$ cat src/verilog/gri_pkg.sv
// Purpose: Shared constants for the gyro reset, interrupt and self-test bank
// Assumes: 250 MHz ref_clk, 7-bit register addresses, 8-bit data
// Notes: Long counts are defaults for module parameters of the top level
package gri_pkg;

  localparam int unsigned CLK_HZ = 250000000;
  localparam int unsigned ADDR_W = 7;
  localparam int unsigned DATA_W = 8;

  // Register offsets
  localparam logic [6:0] SOFT_RESET_COMMAND_OFS = 7'h14;
  localparam logic [6:0] NEW_SAMPLE_IRQ_ENABLE_OFS = 7'h15;
  localparam logic [6:0] IRQ_PIN_ELECTRICAL_CONFIG_OFS = 7'h16;
  localparam logic [6:0] IRQ_PIN_ROUTING_OFS = 7'h18;
  localparam logic [6:0] SELF_CHECK_CONTROL_STATUS_OFS = 7'h3c;

  // Command and code values
  localparam logic [7:0] SOFT_RESET_KEY = 8'hb6;
  localparam logic [7:0] IRQ_ENABLE_ON = 8'h80;
  localparam logic [7:0] IRQ_ENABLE_RST = 8'h00;
  localparam logic [7:0] ROUTE_NONE = 8'h00;
  localparam logic [7:0] ROUTE_PIN_A = 8'h01;
  localparam logic [7:0] ROUTE_PIN_B = 8'h80;
  localparam logic [7:0] ROUTE_BOTH = 8'h81;
  localparam logic [7:0] ROUTE_RST = 8'h00;
  localparam logic [3:0] PIN_CONFIG_RST = 4'h0;

  // Field positions
  localparam int unsigned PIN_B_OPEN_DRAIN_BIT = 3;
  localparam int unsigned PIN_B_ACTIVE_HIGH_BIT = 2;
  localparam int unsigned PIN_A_OPEN_DRAIN_BIT = 1;
  localparam int unsigned PIN_A_ACTIVE_HIGH_BIT = 0;
  localparam int unsigned SELF_TEST_TRIGGER_BIT = 0;
  localparam int unsigned SELF_TEST_READY_BIT = 1;
  localparam int unsigned SELF_TEST_FAIL_BIT = 2;
  localparam int unsigned SENSOR_HEALTHY_BIT = 4;

  // Timing
  localparam int unsigned SOFT_RESET_DELAY_MS = 30;
  localparam int unsigned SOFT_RESET_DELAY_CYCLES =
    SOFT_RESET_DELAY_MS * (CLK_HZ / 1000);
  localparam int unsigned SELF_TEST_TIME_US = 50;
  localparam int unsigned SELF_TEST_CYCLES =
    SELF_TEST_TIME_US * (CLK_HZ / 1000000);
  localparam int unsigned SAMPLE_BASE_RATE_HZ = 2000;
  localparam int unsigned SAMPLE_BASE_CYCLES = CLK_HZ / SAMPLE_BASE_RATE_HZ;
  localparam int unsigned DRDY_PULSE_NS = 256;
  localparam int unsigned DRDY_PULSE_CYCLES =
    (DRDY_PULSE_NS * (CLK_HZ / 1000000) + 999) / 1000;

  // Rate divider multiples of the 2000 Hz base, five values shared by the eight rate codes
  localparam logic [4:0] RATE_DIV_X1 = 5'h01;
  localparam logic [4:0] RATE_DIV_X2 = 5'h02;
  localparam logic [4:0] RATE_DIV_X5 = 5'h05;
  localparam logic [4:0] RATE_DIV_X10 = 5'h0a;
  localparam logic [4:0] RATE_DIV_X20 = 5'h14;

  typedef enum logic [1:0]
  {
    GRI_SR_IDLE = 2'b01,
    GRI_SR_WAIT = 2'b10
  } gri_soft_reset_e;

  typedef enum logic [1:0]
  {
    GRI_ST_IDLE = 2'b01,
    GRI_ST_RUN = 2'b10
  } gri_self_test_e;

endpackage

$ cat src/verilog/gri_regs.sv
// Purpose: Soft reset, data-ready interrupt pins and self-test registers
// Assumes: Serial front end delivers single-cycle register strobes
// Notes: Read data is valid one cycle after reg_rd_en
`timescale 1ns/100ps
`default_nettype none
// Notes on behaviour
// Writing the key to the soft-reset register starts a reset; others ignored.
// After the reset delay, all configuration registers return to defaults.
// Soft reset is accepted in every power mode.
// Enable register 0x80 enables data-ready interrupts; 0x00 disables; resets 0x00.
// Config bit 3 picks pin B drive: push-pull or open-drain.
// Config bit 2 picks pin B asserted level: low or high.
// Config bit 1 picks pin A drive: push-pull or open-drain.
// Config bit 0 picks pin A asserted level: low or high.
// Routing 0x00 sends data-ready to no pin; it is the default.
// Routing 0x01 sends data-ready to pin A only.
// Routing 0x80 sends data-ready to pin B only.
// Routing 0x81 sends data-ready to both pins.
// Writing one to self-test bit 0 starts the self-test.
// Self-test ready bit 1 sets on completion; zero after reset.
// With ready set, bit 2 reports fail as one, pass as zero.
// Bit 4 shows sensor healthy; zero after reset.
// Data-ready events follow the output rate chosen by the rate code.
// Host spaces register writes by at least 2 us, or 1000 us suspended.
// Pins without an enabled routed source stay inactive or released.
// Open-drain pins drive only the asserted level, float otherwise.
module gri_regs
  import gri_pkg::*;
#(
  parameter int unsigned SOFT_RESET_CYCLES = gri_pkg::SOFT_RESET_DELAY_CYCLES,
  parameter int unsigned SELF_TEST_RUN_CYCLES = gri_pkg::SELF_TEST_CYCLES,
  parameter int unsigned SAMPLE_PERIOD_CYCLES = gri_pkg::SAMPLE_BASE_CYCLES
)
(
  input wire logic ref_clk,
  input wire logic reset,
  input wire logic reg_wr_en,
  input wire logic reg_rd_en,
  input wire logic [gri_pkg::ADDR_W-1:0] reg_addr,
  input wire logic [gri_pkg::DATA_W-1:0] reg_wdata,
  output logic [gri_pkg::DATA_W-1:0] reg_rdata_r,
  output logic reg_rd_valid_r,
  input wire logic [2:0] rate_filter_code,
  input wire logic [1:0] power_mode,
  input wire logic sensor_healthy,
  input wire logic self_test_fault,
  output logic soft_reset_busy_r,
  output logic self_test_busy_r,
  output logic sample_tick_r,
  output logic irq_pin_a_out_r,
  output logic irq_pin_a_oe_r,
  output logic irq_pin_b_out_r,
  output logic irq_pin_b_oe_r
);
  import gri_pkg::*;

  localparam int unsigned SR_CNT_W = $clog2(SOFT_RESET_CYCLES + 1);
  localparam int unsigned ST_CNT_W = $clog2(SELF_TEST_RUN_CYCLES + 1);
  localparam int unsigned SMP_CNT_W = $clog2(SAMPLE_PERIOD_CYCLES + 1);
  localparam int unsigned DRDY_CNT_W = $clog2(DRDY_PULSE_CYCLES + 1);
  localparam logic [SR_CNT_W-1:0] SR_LAST =
    SR_CNT_W'(SOFT_RESET_CYCLES - 1);
  localparam logic [ST_CNT_W-1:0] ST_LAST =
    ST_CNT_W'(SELF_TEST_RUN_CYCLES - 1);
  localparam logic [SMP_CNT_W-1:0] SMP_LAST =
    SMP_CNT_W'(SAMPLE_PERIOD_CYCLES - 1);
  localparam logic [DRDY_CNT_W-1:0] DRDY_LEN =
    DRDY_CNT_W'(DRDY_PULSE_CYCLES);

  // Decoded write strobes
  logic wr_soft_reset;
  logic wr_irq_enable;
  logic wr_pin_config;
  logic wr_routing;
  logic wr_self_test;

  assign wr_soft_reset = reg_wr_en && (reg_addr == SOFT_RESET_COMMAND_OFS);
  assign wr_irq_enable = reg_wr_en && (reg_addr == NEW_SAMPLE_IRQ_ENABLE_OFS);
  assign wr_pin_config = reg_wr_en &&
    (reg_addr == IRQ_PIN_ELECTRICAL_CONFIG_OFS);
  assign wr_routing = reg_wr_en && (reg_addr == IRQ_PIN_ROUTING_OFS);
  assign wr_self_test = reg_wr_en &&
    (reg_addr == SELF_CHECK_CONTROL_STATUS_OFS);

  // Soft reset sequencer
  gri_soft_reset_e sr_state_r;
  logic [SR_CNT_W-1:0] sr_cnt_r;
  logic sr_key_hit;
  logic sr_restore;

  // Power mode is deliberately not consulted here
  assign sr_key_hit = wr_soft_reset && (reg_wdata == SOFT_RESET_KEY);
  assign sr_restore = (sr_state_r == GRI_SR_WAIT) && (sr_cnt_r == SR_LAST);

  always_ff @(posedge ref_clk or posedge reset)
  begin
    if (reset)
    begin
      sr_state_r <= GRI_SR_IDLE;
      sr_cnt_r <= '0;
    end
    else
    begin
      unique case (sr_state_r)
        GRI_SR_IDLE:
        begin
          sr_cnt_r <= '0;
          if (sr_key_hit)
          begin
            sr_state_r <= GRI_SR_WAIT;
          end
        end
        GRI_SR_WAIT:
        begin
          // A repeated key restarts the full delay
          if (sr_key_hit)
          begin
            sr_cnt_r <= '0;
          end
          else if (sr_restore)
          begin
            sr_state_r <= GRI_SR_IDLE;
            sr_cnt_r <= '0;
          end
          else
          begin
            sr_cnt_r <= sr_cnt_r + 1'b1;
          end
        end
        default:
        begin
          sr_state_r <= GRI_SR_IDLE;
          sr_cnt_r <= '0;
        end
      endcase
    end
  end

  always_ff @(posedge ref_clk or posedge reset)
  begin
    if (reset)
    begin
      soft_reset_busy_r <= 1'b0;
    end
    else
    begin
      soft_reset_busy_r <= ((sr_state_r == GRI_SR_WAIT) && !sr_restore) ||
        sr_key_hit;
    end
  end

  // Configuration registers
  logic [7:0] irq_enable_r;
  logic [3:0] pin_config_r;
  logic [7:0] route_code_r;

  always_ff @(posedge ref_clk or posedge reset)
  begin
    if (reset)
    begin
      irq_enable_r <= IRQ_ENABLE_RST;
    end
    else if (sr_restore)
    begin
      irq_enable_r <= IRQ_ENABLE_RST;
    end
    else if (wr_irq_enable)
    begin
      irq_enable_r <= reg_wdata;
    end
  end

  always_ff @(posedge ref_clk or posedge reset)
  begin
    if (reset)
    begin
      pin_config_r <= PIN_CONFIG_RST;
    end
    else if (sr_restore)
    begin
      pin_config_r <= PIN_CONFIG_RST;
    end
    else if (wr_pin_config)
    begin
      pin_config_r <= reg_wdata[3:0];
    end
  end

  always_ff @(posedge ref_clk or posedge reset)
  begin
    if (reset)
    begin
      route_code_r <= ROUTE_RST;
    end
    else if (sr_restore)
    begin
      route_code_r <= ROUTE_RST;
    end
    else if (wr_routing)
    begin
      route_code_r <= reg_wdata;
    end
  end

  // Self-test sequencer
  gri_self_test_e st_state_r;
  logic [ST_CNT_W-1:0] st_cnt_r;
  logic st_start;
  logic st_done;
  logic st_ready_r;
  logic st_fail_r;
  logic healthy_r;

  assign st_start = wr_self_test && reg_wdata[SELF_TEST_TRIGGER_BIT];
  assign st_done = (st_state_r == GRI_ST_RUN) && (st_cnt_r == ST_LAST);

  always_ff @(posedge ref_clk or posedge reset)
  begin
    if (reset)
    begin
      st_state_r <= GRI_ST_IDLE;
      st_cnt_r <= '0;
    end
    else if (sr_restore)
    begin
      st_state_r <= GRI_ST_IDLE;
      st_cnt_r <= '0;
    end
    else
    begin
      unique case (st_state_r)
        GRI_ST_IDLE:
        begin
          st_cnt_r <= '0;
          if (st_start)
          begin
            st_state_r <= GRI_ST_RUN;
          end
        end
        GRI_ST_RUN:
        begin
          // Retrigger while running restarts the test
          if (st_start)
          begin
            st_cnt_r <= '0;
          end
          else if (st_done)
          begin
            st_state_r <= GRI_ST_IDLE;
            st_cnt_r <= '0;
          end
          else
          begin
            st_cnt_r <= st_cnt_r + 1'b1;
          end
        end
        default:
        begin
          st_state_r <= GRI_ST_IDLE;
          st_cnt_r <= '0;
        end
      endcase
    end
  end

  always_ff @(posedge ref_clk or posedge reset)
  begin
    if (reset)
    begin
      st_ready_r <= 1'b0;
      st_fail_r <= 1'b0;
    end
    else if (sr_restore)
    begin
      st_ready_r <= 1'b0;
      st_fail_r <= 1'b0;
    end
    else if (st_done && !st_start)
    begin
      st_ready_r <= 1'b1;
      st_fail_r <= self_test_fault;
    end
    else if (st_start)
    begin
      // Stale result must not be read as the new one
      st_ready_r <= 1'b0;
      st_fail_r <= 1'b0;
    end
  end

  always_ff @(posedge ref_clk or posedge reset)
  begin
    if (reset)
    begin
      healthy_r <= 1'b0;
      self_test_busy_r <= 1'b0;
    end
    else
    begin
      healthy_r <= sensor_healthy && (sr_state_r == GRI_SR_IDLE);
      // Restore aborts the test, so busy drops on that same edge
      self_test_busy_r <= ((st_state_r == GRI_ST_RUN) && !st_done ||
        st_start) && !sr_restore;
    end
  end

  // Sample clock: base 2000 Hz tick, then divided per rate code
  logic [SMP_CNT_W-1:0] smp_cnt_r;
  logic [4:0] div_cnt_r;
  logic [4:0] div_len;
  logic base_tick;

  always_comb
  begin
    unique case (rate_filter_code)
      3'h0, 3'h1: div_len = RATE_DIV_X1;
      3'h2: div_len = RATE_DIV_X2;
      3'h3: div_len = RATE_DIV_X5;
      3'h4, 3'h6: div_len = RATE_DIV_X10;
      3'h5, 3'h7: div_len = RATE_DIV_X20;
    endcase
  end

  assign base_tick = (smp_cnt_r == SMP_LAST);

  always_ff @(posedge ref_clk or posedge reset)
  begin
    if (reset)
    begin
      smp_cnt_r <= '0;
      div_cnt_r <= '0;
      sample_tick_r <= 1'b0;
    end
    else
    begin
      sample_tick_r <= 1'b0;
      smp_cnt_r <= base_tick ? '0 : smp_cnt_r + 1'b1;
      if (base_tick)
      begin
        // Guard against a code change shrinking the divider mid-count
        if (div_cnt_r + 1'b1 >= div_len)
        begin
          div_cnt_r <= '0;
          sample_tick_r <= 1'b1;
        end
        else
        begin
          div_cnt_r <= div_cnt_r + 1'b1;
        end
      end
    end
  end

  // Data-ready pulse, stretched so slow hosts can see it
  logic [DRDY_CNT_W-1:0] drdy_cnt_r;
  logic drdy_enabled;
  logic drdy_active;
  logic route_a;
  logic route_b;

  assign drdy_enabled = (irq_enable_r == IRQ_ENABLE_ON);
  assign drdy_active = (drdy_cnt_r != '0);
  assign route_a = (route_code_r == ROUTE_PIN_A) ||
    (route_code_r == ROUTE_BOTH);
  assign route_b = (route_code_r == ROUTE_PIN_B) ||
    (route_code_r == ROUTE_BOTH);

  always_ff @(posedge ref_clk or posedge reset)
  begin
    if (reset)
    begin
      drdy_cnt_r <= '0;
    end
    else if (!drdy_enabled)
    begin
      drdy_cnt_r <= '0;
    end
    else if (sample_tick_r)
    begin
      drdy_cnt_r <= DRDY_LEN;
    end
    else if (drdy_active)
    begin
      drdy_cnt_r <= drdy_cnt_r - 1'b1;
    end
  end

  // Unrouted pins see no request; other route codes act as none
  gri_irq_pin u_pin_a
  (
    .ref_clk(ref_clk),
    .reset(reset),
    .assert_req(drdy_active && route_a),
    .active_high(pin_config_r[PIN_A_ACTIVE_HIGH_BIT]),
    .open_drain(pin_config_r[PIN_A_OPEN_DRAIN_BIT]),
    .pin_out_r(irq_pin_a_out_r),
    .pin_oe_r(irq_pin_a_oe_r)
  );

  gri_irq_pin u_pin_b
  (
    .ref_clk(ref_clk),
    .reset(reset),
    .assert_req(drdy_active && route_b),
    .active_high(pin_config_r[PIN_B_ACTIVE_HIGH_BIT]),
    .open_drain(pin_config_r[PIN_B_OPEN_DRAIN_BIT]),
    .pin_out_r(irq_pin_b_out_r),
    .pin_oe_r(irq_pin_b_oe_r)
  );

  // Read path; write-only and unmapped addresses read zero
  logic [7:0] rd_mux;

  always_comb
  begin
    rd_mux = 8'h00;
    unique case (reg_addr)
      NEW_SAMPLE_IRQ_ENABLE_OFS: rd_mux = irq_enable_r;
      IRQ_PIN_ELECTRICAL_CONFIG_OFS: rd_mux = {4'h0, pin_config_r};
      IRQ_PIN_ROUTING_OFS: rd_mux = route_code_r;
      SELF_CHECK_CONTROL_STATUS_OFS:
      begin
        rd_mux[SENSOR_HEALTHY_BIT] = healthy_r;
        rd_mux[SELF_TEST_FAIL_BIT] = st_fail_r && st_ready_r;
        rd_mux[SELF_TEST_READY_BIT] = st_ready_r;
      end
      default: rd_mux = 8'h00;
    endcase
  end

  // Writes are taken in one cycle; host write spacing gives margin
  always_ff @(posedge ref_clk or posedge reset)
  begin
    if (reset)
    begin
      reg_rdata_r <= 8'h00;
      reg_rd_valid_r <= 1'b0;
    end
    else
    begin
      reg_rd_valid_r <= reg_rd_en;
      if (reg_rd_en)
      begin
        reg_rdata_r <= rd_mux;
      end
    end
  end

  // Power mode only matters to the sensor core, not to this bank
  logic power_mode_unused;
  assign power_mode_unused = ^power_mode;

endmodule
`default_nettype wire

$ cat src/verilog/gri_irq_pin.sv
// Purpose: Drives one interrupt pin with selectable level and drive type
// Assumes: assert_req is a same-clock level
// Notes: Output and enable are registered; the pad resolves the wire
`timescale 1ns/100ps
`default_nettype none
module gri_irq_pin
(
  input wire logic ref_clk,
  input wire logic reset,
  input wire logic assert_req,
  input wire logic active_high,
  input wire logic open_drain,
  output logic pin_out_r,
  output logic pin_oe_r
);

  logic pin_out_nxt;
  logic pin_oe_nxt;

  always_comb
  begin
    if (open_drain)
    begin
      // Released unless asserted; no fight with other drivers on the net
      pin_oe_nxt = assert_req;
      pin_out_nxt = active_high;
    end
    else
    begin
      pin_oe_nxt = 1'b1;
      pin_out_nxt = assert_req ? active_high : ~active_high;
    end
  end

  always_ff @(posedge ref_clk or posedge reset)
  begin
    if (reset)
    begin
      // Default config is push-pull active low, so idle level is high
      pin_out_r <= 1'b1;
      pin_oe_r <= 1'b1;
    end
    else
    begin
      pin_out_r <= pin_out_nxt;
      pin_oe_r <= pin_oe_nxt;
    end
  end

endmodule
`default_nettype wire

$ cat config.mk
export PLATFORM = sky130hd
export DESIGN_NAME = gri_regs
export DESIGN_NICKNAME = d
export VERILOG_FILES = /design/src/verilog/gri_pkg.sv /design/src/verilog/gri_regs.sv /design/src/verilog/gri_irq_pin.sv
export SDC_FILE = /design/constraint.sdc
export NUM_CORES = 1
export LEC_CHECK = 0
export BUFFER_PORTS_ARGS = -buffer_cell sky130_fd_sc_hd__buf_4
export CORE_AREA = 2 2 118 120
export DETAILED_ROUTE_END_ITERATION = 7
export DIE_AREA = 0 0 120 122
export GPL_TIMING_DRIVEN = 1
export PLACE_DENSITY_LB_ADDON = 0.2
export SETUP_SLACK_MARGIN = 0.4
export SLEW_MARGIN = 20
export SYNTH_ARGS = -nofsm -noshare
export SYNTH_HDL_FRONTEND = slang
export SYNTH_SLANG_ARGS = --single-unit
$ cat constraint.sdc
create_clock -name ref_clk -period 4 [get_ports ref_clk]
set_input_delay 0.2 -clock ref_clk [delete_from_list [all_inputs] [get_ports ref_clk]]
set_output_delay 0.2 -clock ref_clk [all_outputs]
set_load 0.05 [all_outputs]
==> key figures, run 1 <==
Outcome
  – Status: complete, no violations

Synth
  – Number of flops mapped to enable cells by yosys: 0
  – Syn nets: 560
  – Post-synthesis cell count: 524
  – Ys async rst share: 1.00
  – Synth Register Bits: 109
  – Mapped cell area: 0.00523 mm2
  – Top post-synthesis cells by count: dfrtp_1, nor2_1, nand3_1
  – Sequential share of the synthesized area: 0.523
  – Yosys top cell by area: dfrtp_1
  – Post-synth cell types: 48
  – Most numerous cell in the Yosys netlist: dfrtp_1
  – Largest cells by area after synthesis: dfrtp_1, nor2_1, xnor2_1, xor2_1, nand3_1
  – Post-synth top area share: 0.493
  – YS warnings: 0
  – Ys flop type: dfrtp_1
  – Avg Synthesized Cell Area: 9.98 um2

Clock tree
  – # Post-CTS Setup Buffers: 0
  – Clock root cell: clkbuf_16
  – Clk sinks: 109
  – CTS clk-pin slew, worst paths: 0.07 ns
  – Clock Path Buffers: 2
  – CTS tree: built
  – Total CTS buffers: 9
  – Worst-Skew Late Latency: 0.35 ns
  – H-tree depth: 3

Pwr
  – Power Density: 376 mW/mm2
  – Cell leakage power: 2.70 nW
  – Worst IR Drop VDD: 207 uV
  – Power Total: 2.28 mW

Critical path
  – Startpoint types: register
  – Reg2Reg Setup Slack: 1.24 ns
  – Worst-path fanout max: 23
  – Max incr delay on CP: 0.66 ns
  – CP arrival: 2.96 ns
  – Buffers & Inverters on Critical Path: 0
  – Critical path's slowest cell: or3_1
  – CP Cell Sequence: or4_1, or4b_4, nor3_1, or3_1, nor2_1
  – Top cell family by delay on the critical path: simple AND/OR/NAND/NOR gates
  – Worst EP required: 4.20 ns
  – Worst Setup End Kind: register
  – Worst setup path category: reg -> reg

Routing
  – 1st-pass router iterations: 4
  – WL per Instance: 13.6 um
  – DRT antenna net count: 0
  – Post-DR vias/cell: 5.06
  – Vias: 3807
  – Drt drc: 0
  – Final WL: 10200 um
  – 1st-iter DRT viols: 327

Min path
  – Hold Crit Class: in -> reg

Place
  – Post-DP HPWL: 7320 um
  – Dpl cells: 735
  – IO Port Bufs: 39
  – Placer congestion estimate: 0.830

Floorplan
  – Chip Height: 122 um
  – Die area: 0.0146 mm2
  – FP Rows: 43
  – I/O pin total: 42
  – Die Wd: 120 um
  – Initial Util: 0.387
  – Core region area: 0.0135 mm2

Global routing
  – Largest net degree at the start of global routing: 63
  – GRT Resource Usage Total: 0.151
  – Vias in the first global route: 3688
  – First-pass GRT wire length: 17700 um
  – Overflow after GRT: 0
  – Initial antenna violation count: 0

Timing
  – Post-route clock period utilization: 0.690
  – Slew Limit Headroom: 0.451
  – RSZ-0062 raised after global routing: no
  – Final Hold Vio Count: 0
  – Worst Tran Pin Value: 0.816 ns
  – Fmax: 362 MHz
  – Clock Skews: 0.00750 ns
  – Setup TNS: 0 ns
  – Final-report max-slew violation count: 0
  – Post-layout min period: 2.76 ns
  – Final setup viols: 0

Job
  – Max-cap violation count: 0

Layout
  – Final cell count without fillers: 752
  – Layout area overhead: 15.8%
  – Fill cells: 1281
  – Ant. Diodes: 0
  – Share of cells above drive strength 1: 0.129
  – Layout Nets: 603
## worst paths after layout
path	start	to	cells after the start
max in group asynchronous	reset	sr_cnt_r[21]	4
min in group asynchronous	reset	smp_cnt_r[4]	3
max	sr_cnt_r[8]	sr_cnt_r[10]	5
min	reg_rd_en	reg_rd_valid_r	1
max reg2reg	sr_cnt_r[8]	sr_cnt_r[10]	5
min reg2reg	pin_config_r[3]	u_pin_b.pin_oe_r	1
## flip-flops by register name, indices dropped and copies added, names as in the netlist, 2 cells and up
signal	cells
smp_cnt_r	17
st_state_r	2
st_cnt_r	14
pin_config_r	4
reg_rdata_r	8
sr_cnt_r	23
route_code_r	8
div_cnt_r	5
drdy_cnt_r	7
sr_state_r	2
irq_enable_r	8
## placed cells by master (no fill, tap or decap), drive strengths merged, types with 3 or more instances in the layout
| cell | count |
|---|---|
| a22oi | 9 |
| nor3b | 4 |
| xor2 | 24 |
| or3 | 6 |
| or4 | 4 |
| or3b | 3 |
| and4 | 5 |
| nor4 | 13 |
| buf | 44 |
| mux2i | 17 |
| nand2 | 34 |
| nand4 | 9 |
| inv | 17 |
| and3 | 10 |
| ha | 10 |
| nor3 | 11 |
| o21ai | 9 |
| nor2 | 87 |
| dfrtp | 103 |
| nand3 | 37 |
| clkbuf | 10 |
| xnor2 | 29 |
| a21oi | 25 |
| dfstp | 6 |
| a22o | 4 |
| nand2b | 9 |
| nor2b | 4 |
| and2 | 5 |
## report_power, final
part	total [mW]	internal [mW]	switching (mW)	leakage (nW)
registers	1.16	1.13	0.0214	1.44
logic	0.177	0.0625	0.115	1.11
clock network	0.943	0.549	0.395	0.153
total	2.28	1.75	0.531	2.70
## through the flow
step / hold WS [ns] / utilization / instance area [um2] / worst slack (ns)
global route: 0.0723 / 0.449 / 6060 / 1.00
floorplan: 0.231 / - / 5230 / 0.936
detailed placement: 0.124 / 0.424 / 5730 / 1.24
CTS: 0.0667 / 0.448 / 6050 / 1.22
finish: 0.0802 / 0.449 / 6060 / 1.24
global placement: 0.126 / 0.424 / 5730 / 1.28
## routing by layer
metal  vias up  share of wire  track usage  wire length [um]
met5         -              0            0                 0
met4         0          0.024       0.0721               248
met3        18          0.035       0.0286               362
met2        62           0.46        0.233              4710
met1      1819           0.48        0.204              4890
li1       1908              -            -                 -
## timing repair
| item | 4_1_cts | 5_1_grt |
|---|---|---|
| hold buffers | 1 | 0 |
| resized for setup | 0 | 0 |
| endpoints found under the setup margin | 0 | 0 |
| hold endpoints to repair | 11 | 0 |
## cell families after synthesis
family	synth area share
AO/OA/AOI/OAI	0.0627
XOR/XNOR	0.0887
adder cells (fa/ha/maj)	0.0239
buffers and inverters	0.0237
flip-flops	0.523
multiplexers	0.0325
AND/OR/NAND/NOR	0.246
## cell type report
cell class	count	area (um2)	share of cell area
flip-flops and latches	109	2740	0.452
multi-input cells	386	2380	0.393
repair buffers	45	340	0.0562
clock buffers	10	229	0.0378
well taps	180	225	0.0372
clock inverters	6	86.3	0.0143
inverters	16	62.6	0.0103
(Power assumes the default switching activity.)
==> run 2, diff against run 1 <==
clock period = 2.62 ns   (was 4 ns; I/O delays follow)
==> key figures, run 2 (synthesized netlist as in run 1, its figures left out) <==
Outcome
  – Status: complete, no violations (unchanged)

Timing
  – Fmax: 441 MHz (was 362 MHz)
  – Worst Tran Pin Value: 0.778 ns (was 0.816 ns)
  – Setup TNS: 0 ns (unchanged)
  – Post-route clock period utilization: 0.865 (was 0.690)
  – Final-report max-slew violation count: 0 (unchanged)
  – RSZ-0062 raised after global routing: yes (was no)
  – Final setup viols: 0 (unchanged)
  – Post-layout min period: 2.27 ns (was 2.76 ns)
  – Clock Skews: 0.00713 ns (was 0.00750 ns)
  – Setup slack after layout: 0.353 ns (was 1.24 ns)
  – Slew Limit Headroom: 0.477 (was 0.451)
  – Final Hold Vio Count: 0 (unchanged)

Layout
  – Ant. Diodes: 0 (unchanged)
  – Layout Nets: 617 (was 603)
  – Largest reg by FF count: sr_cnt_r (unchanged)
  – Share of cells above drive strength 1: 0.166 (was 0.129)
  – Regs by FF count: sr_cnt_r: 23 flops, smp_cnt_r: 17 flops, st_cnt_r: 14 flops (unchanged)
  – Most common cell after layout, fill and taps aside: dfrtp_1 (unchanged)
  – Commonest non-fill, non-tap cells in the layout: dfrtp_1, nor2_1, buf_4 (unchanged)
  – Largest register FFs: 23 (unchanged)
  – Layout area overhead: 18.8% (was 15.8%)
  – Final Util: 0.460 (was 0.449)

Pwr
  – Clock Power Share: 0.402 (was 0.414)
  – Worst IR Drop VDD: 307 uV (was 207 uV)
  – Power Total: 3.41 mW (was 2.28 mW)
  – Switching Power: 0.833 mW (was 0.531 mW)
  – Int Power: 2.58 mW (was 1.75 mW)
  – Power Density: 548 mW/mm2 (was 376 mW/mm2)
  – Comb power frac: 0.080 (was 0.078)
  – Sequential share of power: 0.518 (was 0.508)
  – Switching Share: 0.244 (was 0.233)
  – Cell leakage power: 2.78 nW (was 2.70 nW)

Global routing
  – Largest net degree at the start of global routing: 110 (was 63)
  – Vias in the first global route: 3762 (was 3688)
  – First-pass GRT wire length: 17900 um (was 17700 um)
  – Overflow after GRT: 0 (unchanged)
  – GRT Resource Usage Total: 0.153 (was 0.151)
  – Initial antenna violation count: 0 (unchanged)

Clock tree
  – Clk sinks: 109 (unchanged)
  – H-tree depth: 3 (unchanged)
  – CTS tree: built (unchanged)
  – Total CTS buffers: 9 (unchanged)
  – Worst-Skew Late Latency: 0.36 ns (was 0.35 ns)
  – Clock Path Buffers: 2 (unchanged)
  – CTS clk-pin slew, worst paths: 0.07 ns (about the same)
  – Clock root cell: clkbuf_16 (unchanged)

Critical path
  – Reg2Reg Setup Slack: 0.35 ns (was 1.24 ns)
  – Reg2reg end: st_cnt_r[11] (was sr_cnt_r[10])
  – Worst setup path category: reg -> reg (unchanged)
  – CP arrival: 2.51 ns (was 2.96 ns)
  – Worst-path fanout max: 7 (was 23)
  – Worst EP required: 2.87 ns (was 4.20 ns)
  – R2r worst-path depth: 7 (was 5)
  – Worst Setup End Kind: register (unchanged)
  – R2R Path Start: sr_cnt_r[10] (was sr_cnt_r[8])
  – Startpoint types: register (unchanged)

Routing
  – Vias: 3888 (was 3807)
  – Drt drc: 0 (unchanged)
  – WL per Instance: 13.8 um (was 13.6 um)
  – 1st-pass router iterations: 4 (unchanged)
  – 1st-iter DRT viols: 342 (was 327)
  – DRT antenna net count: 0 (unchanged)
  – Final WL: 10600 um (was 10200 um)
  – Post-DR vias/cell: 5.08 (was 5.06)

Min path
  – Hold Crit Class: in -> reg (unchanged)
  – Hold Crit Depth: 2 (was 1)
  – Worst Hold End: healthy_r (was reg_rd_valid_r)
  – HP Start: sensor_healthy (was reg_rd_en)

Floorplan
  – Core region area: 0.0135 mm2 (unchanged)
  – Chip Height: 122 um (unchanged)
  – Die area: 0.0146 mm2 (unchanged)
  – Initial Util: 0.387 (unchanged)
  – Die Wd: 120 um (unchanged)
  – I/O pin total: 42 (unchanged)
  – FP Rows: 43 (unchanged)

Place
  – Dpl ws: 0.265 ns (was 1.24 ns)
  – Post-DP HPWL: 7280 um (was 7320 um)
  – Placer congestion estimate: 0.822 (was 0.830)
  – IO Port Bufs: 39 (unchanged)

Job
  – Max-cap violation count: 0 (unchanged)
## run 2: cell types whose count changed in the layout (fill, tap and decap cells not counted), sizes merged
cell,delta
bufinv,-1
dlygate4sd3,+1
clkbuf,-1
buf,+13
clkinv,+1
clkinvlp,+1
## run 2: cell type report
class / instances / area [um2]
inverter: 16 / 63.8
tap: 180 / 225
multi-input combinational: 386 / 2410
clock buffer: 9 / 225
timing repair buffer: 59 / 485
sequential: 109 / 2740
fill: 1287 / 7290
clock inverter: 7 / 73.8
## run 2: routing by layer
metal  up-vias  routed length (um)  GRT usage
li1       1935                   -          -
met1      1883                5150      0.200
met2        58                4870      0.245
met3        12                 380     0.0445
met4         0                 177     0.0522
met5         -                   0          0
## run 2: power groups by stage
stage                     Clock [mW]  Combinational (mW)  Sequential, mW
final                           1.37               0.272            1.77
after CTS                       1.42               0.277            1.76
after global routing            1.48               0.301            1.77
after floorplan                    0               0.115            1.85
after detailed placement           0               0.274            1.80
after global placement             0               0.270            1.80
## run 2: timing repair
action / CTS / global route
endpoints found under the hold margin: 104 / 0
hold buffers: 2 / 0
buffers inserted: 3 / 2
cloned: 1 / 1
endpoints found under the setup margin: 63 / 67
gates resized for setup: 7 / 8
pin swaps: 5 / 1
## run 2: critical path, cell delays in order (launching register included)
cell and delay [ns]:
dfrtp_1 0.39, or4_4 0.53, or4b_4 0.52, nor4_4 0.22
buf_4 0.18, or3b_4 0.15, buf_8 0.13, nor2_1 0.05
## run 2: how the worst max path moves through the flow
stage / startpoint / to
after floorplan: sr_cnt_r[10] / st_cnt_r[11]
after global placement: sr_cnt_r[10] / st_cnt_r[1]
after detailed placement: sr_cnt_r[10] / st_cnt_r[7]
after CTS: sr_cnt_r[10] / st_cnt_r[2]
after global routing: sr_cnt_r[10] / st_cnt_r[8]
final: sr_cnt_r[10] / st_cnt_r[11]
## run 2: stage by stage
stage               cell area, um2  cells  hold slack [ns]
floorplan                     5240    524            0.162
global placement              5800    741            0.353
detailed placement            5800    741            0.353
CTS                           6170    763          0.00215
global route                  6220    766           0.0254
finish                        6220    766           0.0162
